File: src/i2cms_pkg.sv
// Constants and state types of the I2C master sequencer.
// Assumes one 200 MHz clock and a plain 8-bit register port.
package i2cms_pkg;

    // Register byte addresses
    localparam logic [7:0] ADDR_SEQ_CTRL = 8'h00;
    localparam logic [7:0] ADDR_BUS_STATUS = 8'h04;
    localparam logic [7:0] ADDR_EVENT_FLAGS = 8'h08;
    localparam logic [7:0] ADDR_SHIFT_BUF = 8'h0C;
    localparam logic [7:0] ADDR_RATE_RELOAD = 8'h10;

    // Sequence control bits
    localparam int SEQ_START = 0;
    localparam int SEQ_RESTART = 1;
    localparam int SEQ_RECEIVE = 3;
    localparam int SEQ_ACK_REQ = 4;
    localparam int SEQ_ACK_VAL = 5;
    localparam int SEQ_ACK_RCVD = 6;
    localparam logic [4:0] SEQ_REQ_MASK = 5'h1B;

    // Bus status bits
    localparam int STAT_BUF_FULL = 0;
    localparam int STAT_START_DET = 3;

    // Event flag bits
    localparam int FLAG_EVENT = 0;
    localparam int FLAG_COLL = 1;
    localparam int FLAG_WRITE_COLLISION_FLAG = 2;
    localparam int FLAG_OVF = 3;

    // Reset values
    localparam logic [7:0] RST_SEQ = 8'h00;
    localparam logic [7:0] RST_RATE = 8'h00;
    localparam logic [7:0] RST_BUF = 8'h00;
    localparam logic [3:0] RST_FLAGS = 4'h0;

    // Bits in one byte
    localparam logic [3:0] BYTE_BITS = 4'h8;

    typedef enum logic [4:0] {
        ST_IDLE,
        ST_START_WAIT,
        ST_START_HOLD,
        ST_RS_LOW,
        ST_RS_REL,
        ST_RS_SCLHI,
        ST_RS_HIGH,
        ST_RS_SDALOW,
        ST_TX_LOW,
        ST_TX_WAITH,
        ST_TX_HIGH,
        ST_RX_LOW,
        ST_RX_WAITH,
        ST_RX_HIGH,
        ST_ACK_LOW,
        ST_ACK_WAITH,
        ST_ACK_HIGH
    } i2cms_fsm_t;

    typedef struct packed {
        i2cms_fsm_t state;
        logic [6:0] brg_cnt;
        logic brg_run;
        logic scl_low;
        logic sda_low;
        logic scl_m;
        logic scl_s;
        logic sda_m;
        logic sda_s;
        logic [7:0] seq;
        logic [3:0] flags;
        logic bf;
        logic start_det;
        logic [7:0] buffer;
        logic [7:0] sr;
        logic [3:0] bitcnt;
        logic [7:0] rate;
        logic [7:0] rdata;
    } i2cms_regs_t;

endpackage

File: src/i2cms_top.sv
// I2C master sequencer: start, repeated start, byte send and
// receive, acknowledge, paced by a reloadable rate generator.
// Assumes open-drain pads resolved outside and a plain register port.
`timescale 1ns/1ps

module i2cms_top
    import i2cms_pkg::*;
(
    // Clock and reset
    input wire logic clk,
    input wire logic rst,
    // Register port
    input wire logic [7:0] addr,
    input wire logic [7:0] wdata,
    input wire logic wr,
    input wire logic rd,
    output logic [7:0] rdata,
    // Serial clock line
    input wire logic scl_in,
    output logic scl_out,
    output logic scl_oe,
    // Serial data line
    input wire logic sda_in,
    output logic sda_out,
    output logic sda_oe
);

    i2cms_regs_t q;
    i2cms_regs_t next_q;
    logic tmo;
    logic idle;
    logic pending;
    logic in_tx;

    function automatic i2cms_regs_t load_brg(i2cms_regs_t s,
                                             logic [6:0] v);
        i2cms_regs_t r;
        r = s;
        r.brg_cnt = v;
        r.brg_run = 1'b1;
        return r;
    endfunction

    // Collision: drop requests, free both lines, back to idle
    function automatic i2cms_regs_t abort(i2cms_regs_t s);
        i2cms_regs_t r;
        r = s;
        r.flags[FLAG_COLL] = 1'b1;
        r.seq[4:0] = 5'h00;
        r.scl_low = 1'b0;
        r.sda_low = 1'b0;
        r.brg_run = 1'b0;
        r.state = ST_IDLE;
        return r;
    endfunction

    assign tmo = q.brg_run && (q.brg_cnt == 7'h00);
    assign idle = (q.state == ST_IDLE);
    assign pending = |(q.seq[4:0] & SEQ_REQ_MASK);
    assign in_tx = (q.state == ST_TX_LOW) || (q.state == ST_TX_WAITH)
                   || (q.state == ST_TX_HIGH);

    always_comb begin
        next_q = q;
        // Two-stage pin synchronisers
        next_q.scl_m = scl_in;
        next_q.scl_s = q.scl_m;
        next_q.sda_m = sda_in;
        next_q.sda_s = q.sda_m;

        if (q.brg_run) begin
            if (q.brg_cnt == 7'h00) begin
                next_q.brg_run = 1'b0;
            end else begin
                next_q.brg_cnt = q.brg_cnt - 7'h01;
            end
        end

        // Register reads, data one cycle later
        if (rd) begin
            next_q.rdata = 8'h00;
            case (addr)
                ADDR_SEQ_CTRL: next_q.rdata = q.seq;
                ADDR_BUS_STATUS: begin
                    next_q.rdata[STAT_BUF_FULL] = q.bf;
                    next_q.rdata[STAT_START_DET] = q.start_det;
                end
                ADDR_EVENT_FLAGS: next_q.rdata[3:0] = q.flags;
                ADDR_SHIFT_BUF: begin
                    next_q.rdata = q.buffer;
                    if (!in_tx) begin
                        next_q.bf = 1'b0;
                    end
                end
                ADDR_RATE_RELOAD: next_q.rdata = q.rate;
                default: next_q.rdata = 8'h00;
            endcase
        end

        // Register writes; hardware sets below win over these
        if (wr) begin
            case (addr)
                ADDR_SEQ_CTRL: begin
                    next_q.seq[SEQ_ACK_VAL] = wdata[SEQ_ACK_VAL];
                    if (idle && !pending) begin
                        next_q.seq[4:0] = wdata[4:0] & SEQ_REQ_MASK;
                    end
                end
                ADDR_EVENT_FLAGS: next_q.flags = wdata[3:0];
                ADDR_SHIFT_BUF: begin
                    if (idle && !pending) begin
                        next_q.buffer = wdata;
                        next_q.sr = wdata;
                        next_q.bf = 1'b1;
                        next_q.bitcnt = 4'h0;
                        next_q.scl_low = 1'b1;
                        next_q.sda_low = !wdata[7];
                        next_q = load_brg(next_q, q.rate[6:0]);
                        next_q.state = ST_TX_LOW;
                    end else begin
                        next_q.flags[FLAG_WRITE_COLLISION_FLAG] = 1'b1;
                    end
                end
                ADDR_RATE_RELOAD: next_q.rate = wdata;
                default: ;
            endcase
        end

        case (q.state)
            ST_IDLE: begin
                if (q.seq[SEQ_START]) begin
                    if (q.sda_s && q.scl_s) begin
                        next_q = load_brg(next_q, q.rate[6:0]);
                        next_q.state = ST_START_WAIT;
                    end else begin
                        next_q = abort(next_q);
                    end
                end else if (q.seq[SEQ_RESTART]) begin
                    next_q.scl_low = 1'b1;
                    next_q.state = ST_RS_LOW;
                end else if (q.seq[SEQ_ACK_REQ]) begin
                    next_q.scl_low = 1'b1;
                    next_q.sda_low = !q.seq[SEQ_ACK_VAL];
                    next_q = load_brg(next_q, q.rate[6:0]);
                    next_q.state = ST_ACK_LOW;
                end else if (q.seq[SEQ_RECEIVE]) begin
                    next_q.scl_low = 1'b1;
                    next_q.sda_low = 1'b0;
                    next_q.sr = 8'h00;
                    next_q.bitcnt = 4'h0;
                    next_q = load_brg(next_q, q.rate[6:0]);
                    next_q.state = ST_RX_LOW;
                end
            end
            ST_START_WAIT: begin
                if (!q.scl_s) begin
                    next_q = abort(next_q);
                end else if (tmo) begin
                    if (q.sda_s) begin
                        next_q.sda_low = 1'b1;
                        next_q.start_det = 1'b1;
                        next_q = load_brg(next_q, q.rate[6:0]);
                        next_q.state = ST_START_HOLD;
                    end else begin
                        next_q = abort(next_q);
                    end
                end
            end
            ST_START_HOLD: begin
                if (tmo) begin
                    next_q.seq[SEQ_START] = 1'b0;
                    next_q.state = ST_IDLE;
                end
            end
            ST_RS_LOW: begin
                // Six-bit reload once SCL is low
                if (!q.scl_s) begin
                    next_q.sda_low = 1'b0;
                    next_q = load_brg(next_q, {1'b0, q.rate[5:0]});
                    next_q.state = ST_RS_REL;
                end
            end
            ST_RS_REL: begin
                // Release SCL if SDA came high
                if (tmo) begin
                    if (q.sda_s) begin
                        next_q.scl_low = 1'b0;
                        next_q.state = ST_RS_SCLHI;
                    end else begin
                        next_q = abort(next_q);
                    end
                end
            end
            ST_RS_SCLHI: begin
                if (q.scl_s) begin
                    if (!q.sda_s) begin
                        next_q = abort(next_q);
                    end else begin
                        next_q = load_brg(next_q, q.rate[6:0]);
                        next_q.state = ST_RS_HIGH;
                    end
                end
            end
            ST_RS_HIGH: begin
                if (!q.scl_s) begin
                    next_q = abort(next_q);
                end else if (tmo) begin
                    next_q.sda_low = 1'b1;
                    next_q.start_det = 1'b1;
                    next_q = load_brg(next_q, q.rate[6:0]);
                    next_q.state = ST_RS_SDALOW;
                end
            end
            ST_RS_SDALOW: begin
                if (tmo) begin
                    next_q.seq[SEQ_RESTART] = 1'b0;
                    next_q.flags[FLAG_EVENT] = 1'b1;
                    next_q.state = ST_IDLE;
                end
            end
            ST_TX_LOW: begin
                if (tmo) begin
                    next_q.scl_low = 1'b0;
                    next_q.state = ST_TX_WAITH;
                end
            end
            ST_TX_WAITH: begin
                // High time counts from SCL seen high
                if (q.scl_s) begin
                    next_q = load_brg(next_q, q.rate[6:0]);
                    next_q.state = ST_TX_HIGH;
                end
            end
            ST_TX_HIGH: begin
                if (tmo) begin
                    next_q.scl_low = 1'b1;
                    if (q.bitcnt == BYTE_BITS) begin
                        next_q.seq[SEQ_ACK_RCVD] = q.sda_s;
                        next_q.flags[FLAG_EVENT] = 1'b1;
                        next_q.state = ST_IDLE;
                    end else begin
                        next_q.bitcnt = q.bitcnt + 4'h1;
                        next_q.sr = {q.sr[6:0], 1'b0};
                        if (q.bitcnt == BYTE_BITS - 4'h1) begin
                            next_q.bf = 1'b0;
                            next_q.sda_low = 1'b0;
                        end else begin
                            next_q.sda_low = !q.sr[6];
                        end
                        next_q = load_brg(next_q, q.rate[6:0]);
                        next_q.state = ST_TX_LOW;
                    end
                end
            end
            ST_RX_LOW: begin
                if (tmo) begin
                    next_q.scl_low = 1'b0;
                    next_q.state = ST_RX_WAITH;
                end
            end
            ST_RX_WAITH: begin
                if (q.scl_s) begin
                    next_q = load_brg(next_q, q.rate[6:0]);
                    next_q.state = ST_RX_HIGH;
                end
            end
            ST_RX_HIGH: begin
                if (tmo) begin
                    next_q.scl_low = 1'b1;
                    next_q.sr = {q.sr[6:0], q.sda_s};
                    if (q.bitcnt == BYTE_BITS - 4'h1) begin
                        next_q.seq[SEQ_RECEIVE] = 1'b0;
                        next_q.buffer = {q.sr[6:0], q.sda_s};
                        if (q.bf) begin
                            next_q.flags[FLAG_OVF] = 1'b1;
                        end
                        next_q.bf = 1'b1;
                        next_q.flags[FLAG_EVENT] = 1'b1;
                        next_q.state = ST_IDLE;
                    end else begin
                        next_q.bitcnt = q.bitcnt + 4'h1;
                        next_q = load_brg(next_q, q.rate[6:0]);
                        next_q.state = ST_RX_LOW;
                    end
                end
            end
            ST_ACK_LOW: begin
                if (tmo) begin
                    next_q.scl_low = 1'b0;
                    next_q.state = ST_ACK_WAITH;
                end
            end
            ST_ACK_WAITH: begin
                if (q.scl_s) begin
                    next_q = load_brg(next_q, q.rate[6:0]);
                    next_q.state = ST_ACK_HIGH;
                end
            end
            ST_ACK_HIGH: begin
                if (tmo) begin
                    next_q.scl_low = 1'b1;
                    next_q.seq[SEQ_ACK_REQ] = 1'b0;
                    next_q.flags[FLAG_EVENT] = 1'b1;
                    next_q.state = ST_IDLE;
                end
            end
            default: next_q.state = ST_IDLE;
        endcase
    end

    always_ff @(posedge clk) begin
        if (rst) begin
            q <= '0;
            q.seq <= RST_SEQ;
            q.rate <= RST_RATE;
            q.buffer <= RST_BUF;
            q.flags <= RST_FLAGS;
        end else begin
            q <= next_q;
        end
    end

    // Open drain: pull low or release
    assign scl_out = 1'b0;
    assign scl_oe = q.scl_low;
    assign sda_out = 1'b0;
    assign sda_oe = q.sda_low;
    assign rdata = q.rdata;

    a_start_load: assert property (
        @(posedge clk) disable iff (rst)
        (idle && q.seq[SEQ_START] && q.sda_s && q.scl_s)
        |=> (q.state == ST_START_WAIT && q.brg_run
             && q.brg_cnt == $past(q.rate[6:0])))
        else $error("start did not load rate generator");

    a_start_sda_low: assert property (
        @(posedge clk) disable iff (rst)
        (q.state == ST_START_WAIT && tmo && q.sda_s && q.scl_s)
        |=> (sda_oe && q.start_det && q.state == ST_START_HOLD))
        else $error("start condition not driven");

    a_start_done: assert property (
        @(posedge clk) disable iff (rst)
        (q.state == ST_START_HOLD && tmo)
        |=> (!q.seq[SEQ_START] && idle && sda_oe && !q.brg_run))
        else $error("start did not complete");

    a_start_coll: assert property (
        @(posedge clk) disable iff (rst)
        (q.state == ST_START_WAIT && !q.scl_s)
        |=> (q.flags[FLAG_COLL] && idle && !sda_oe && !scl_oe))
        else $error("start collision missed");

    a_tx_write_collision_flag: assert property (
        @(posedge clk) disable iff (rst)
        (wr && addr == ADDR_SHIFT_BUF && in_tx)
        |=> (q.flags[FLAG_WRITE_COLLISION_FLAG] && q.buffer == $past(q.buffer)))
        else $error("busy buffer write not refused");

    a_ack_sample: assert property (
        @(posedge clk) disable iff (rst)
        (q.state == ST_TX_HIGH && tmo && q.bitcnt == BYTE_BITS)
        |=> (q.seq[SEQ_ACK_RCVD] == $past(q.sda_s)
             && q.flags[FLAG_EVENT] && scl_oe && !sda_oe))
        else $error("acknowledge not recorded");

    a_rx_done: assert property (
        @(posedge clk) disable iff (rst)
        (q.state == ST_RX_HIGH && tmo && q.bitcnt == BYTE_BITS - 4'h1)
        |=> (q.bf && q.flags[FLAG_EVENT] && !q.seq[SEQ_RECEIVE]
             && idle && scl_oe))
        else $error("receive end not handled");

    a_brg_count: assert property (
        @(posedge clk) disable iff (rst)
        (q.brg_run && q.brg_cnt != 7'h00)
        |=> (q.brg_cnt == $past(q.brg_cnt) - 7'h01))
        else $error("rate generator did not count down");

endmodule // i2cms_top
File: config.mk
export PLATFORM = sky130hd
export DESIGN_NAME = i2cms_top
export DESIGN_NICKNAME = d
export VERILOG_FILES = /design/src/i2cms_pkg.sv /design/src/i2cms_top.sv
export SDC_FILE = /design/constraint.sdc
export NUM_CORES = 1
export LEC_CHECK = 0
export BUFFER_PORTS_ARGS = -buffer_cell sky130_fd_sc_hd__buf_2
export CORE_MARGIN = 2
export CORE_UTILIZATION = 45
export CTS_BUF_LIST = sky130_fd_sc_hd__clkbuf_4
export DETAILED_ROUTE_END_ITERATION = 16
export GPL_TIMING_DRIVEN = 0
export MAX_ROUTING_LAYER = met4
export SYNTH_ARGS = -nofsm -noshare
export SYNTH_HDL_FRONTEND = slang
export SYNTH_SLANG_ARGS = --single-unit
File: constraint.sdc
create_clock -name clk -period 2 [get_ports clk]
set_input_delay 0.1 -clock clk [delete_from_list [all_inputs] [get_ports clk]]
set_output_delay 0.1 -clock clk [all_outputs]
set_load 0.03 [all_outputs]
==> flow_summary.ini <==
[sta]
layout_min_cycle_time_ns = 2.22
tightest_slew_ns = 0.746
hold_violations = 0
finalMaxSlewViolations = 0
fin_skew_ns = 0.0152
period_share = 1.11
rsz0062_at_grt = yes
setup_viol = 28
clock.fmax_ghz = 0.451
setup_slack_ns = -0.219
tns_ns = -2.60
whs_ns = 0.00671
slew_headroom = 0.503

[power_and_ir_drop]
share_comb_of_total_power = 0.247
powerDensity_nw_per_um2 = 444
p_seq_frac = 0.463
p_leak_nw = 2.65
p_switching_mw = 1.05
p_int_mw = 1.93
p_sw_frac = 0.354
clockPowerShare = 0.290
p_total_mw = 2.98
vdd.ir_drop.worst_mv = 0.367

[setup_path]
r2r-end = q[60]
slowest_stage = dfxtp_1
path_cells = nor2_1 -> o31ai_1 -> o21bai_1 -> mux2_1 -> a22oi_2 -> a31oi_2
reg2reg_setup_slack_ns = -0.22
crit_arrival_ns = 2.53
start_kind = flip-flop
max_stage_delay_ns = 0.63
path_delay_family = compound AO/OA/AOI/OAI gates
endpoint_kind = flip-flop
reg2reg_depth = 6
crit_path_max_fanout = 8
crit_end = q[60]
crit_type = reg -> reg
cp_num_buf_inv = 0
setup.worst_path.start = q[45]
r2r_start = q[45]
worstPathRequired_ns = 2.31
crit_cells = 6

[global_route]
grt_pass1_wl_um = 31300
grt_pass1_vias = 5467
grt-ovfl-total = 0
grt_start_max_net_pins = 15
grt_usage = 0.366
antenna_found_initial = 0

[clock_tree]
cts_sinks = 67
cts_made_buffers = 9
cts_tree = built
clk_path_buf_depth = 2
htree_levels = 3
clk_latency_ns = 0.43
ctsRootBufferMaster = clkbuf_4
clkTransAtPathRegs_ns = 0.13

[drt]
antenna_left = 0
first_pass_iters = 9
drt_wl_total_um = 21300
viasPerCell = 6.80
vias = 5945
wl_per_cell_um = 24.4
drtIter0Drc = 729
drc_errors = 0

[place]
place_congestion = 1.01
port_buffers = 28
dpl.cell_count = 791
dp_hpwl_um = 14300
pre_cts_slack_ns = -0.580

[synth]
async_flop_share = 0
synth_top_flop_cell = dfxtp_1
synth_cell_types = 90
ys_warn_count = 0
synth_most_common_cell = nor2_1
synthTopCellsByCount = 79 x nor2_1, 67 x dfxtp_1, 57 x nand2_1
syn_avg_cell_area_um2 = 7.72
syn_area_um2 = 4830
synth_seq_area_share = 0.277
synth_top_cell_by_area = dfxtp_1
synthCells = 626
synth_edf_count = 0
synth_area_leaders = dfxtp_1 28%, mux2i_1 6.2%, nor2_1 6.1%
synth_top_area_share = 0.277
ys_ff_latch = 67

[status]
violations = setup timing
outcome = complete, but fails checks

[floorplan]
die_x_um = 108
dieHeight_um = 108
start_util = 0.466
die_area_um2 = 11600
ios = 34
coreArea_um2 = 10400
row_count = 37

[finish]
n_fill_cell = 888
drive_gt1_frac = 0.393
n_antenna_cell = 0
area_growth_pct = 39.0
fin_cells = 874
ff_latch_area_um2 = 1370
nets = 758
multi_input_area_um2 = 3790

[hold_path]
min_from = wdata[4]
hold_class = in -> reg

[flow_run]
maxCapViolCount = 0
power groups by stage:
stage,Clock (mW),Sequential (mW),Combinational (mW)
finish,0.865,1.38,0.735
global route,0.923,1.38,0.764
CTS,0.858,1.38,0.595
detailed placement,0,1.41,0.474
global placement,0,1.40,0.475
floorplan,0,1.40,0.319
state kept, by name, indices dropped and copies added, names as in the netlist:
signal	count
scl_oe	1
sda_oe	1
rdata	8
q	57
cell type report:
type / instances / share of cell area
clock buffers: 9 / 0.0101
flip-flops and latches: 67 / 0.204
plain buffers: 51 / 0.0652
clock inverters: 7 / 0.00856
well taps: 136 / 0.0253
repair buffers: 99 / 0.115
inverters: 13 / 0.00819
multi-input cells: 492 / 0.564
routing by layer:
metal / part of all wire / global-route usage / vias up / wire (um)
met3: 0.14 / 0.106 / 113 / 2890
li1: - / - / 2540 / -
met1: 0.40 / 0.491 / 2791 / 8510
met5: 0 / - / - / 0
met2: 0.42 / 0.529 / 501 / 8930
met4: 0.045 / 0.123 / 0 / 956
metrics by stage:
stage               utilization  instance area (um^2)
global placement          0.497                  5150
CTS                       0.593                  6150
floorplan                     -                  4840
finish                    0.648                  6720
detailed placement        0.497                  5150
global route              0.648                  6720
cells in the final DEF, fill, tap and decap left out, types with 10 or more instances in the layout:
cell and n:
a21oi_1 42, buf_2 31, buf_4 66, buf_6 15
clkbuf_1 10, clkbuf_4 11, dfxtp_1 52, dfxtp_2 10
mux2i_1 28, nand2_1 50, nand3_1 17, nor2_1 67
nor2b_1 10, nor3_1 10, o21ai_0 16
how the worst min path moves through the flow:
| stage | end | slack, ns | cells after the start |
|---|---|---|---|
| 6_report | q[32] | 0.007 | 3 |
| 3_3_place_gp | q[53] | 0.32 | 2 |
| 2_1_floorplan | q[51] | 0.23 | 1 |
| 3_5_place_dp | q[51] | 0.32 | 2 |
| 5_1_grt | q[31] | 0.009 | 3 |
| 4_1_cts | q[31] | 0.01 | 3 |
kinds of logic after synthesis:
family,Yosys count,synth area share
adder cells (fa/ha/maj),3,0.00776
multiplexers,36,0.0807
buffers and inverters,68,0.0681
AND/OR/NAND/NOR,256,0.281
other,1,0.000776
flip-flops,67,0.277
AO/OA/AOI/OAI,190,0.275
XOR/XNOR,5,0.00906
worst register-to-register path: cells and delay by family, from the launching register on:
kind / cells / cell delay [ns]
AOI/OAI and AO/OA: 4 / 0.92
DFF: 1 / 0.63
muxes: 1 / 0.35
and+or+nand+nor: 1 / 0.21
what timing repair did:
action / CTS / global route
buffers inserted: 44 / 17
gates cloned: 2 / 2
resized for setup: 119 / 112
setup endpoints to repair: 45 / 42
hold buffers: 8 / 0
pin swaps: 35 / 46
hold endpoints to repair: 11 / 0
Power figures use the tool's default switching activity.
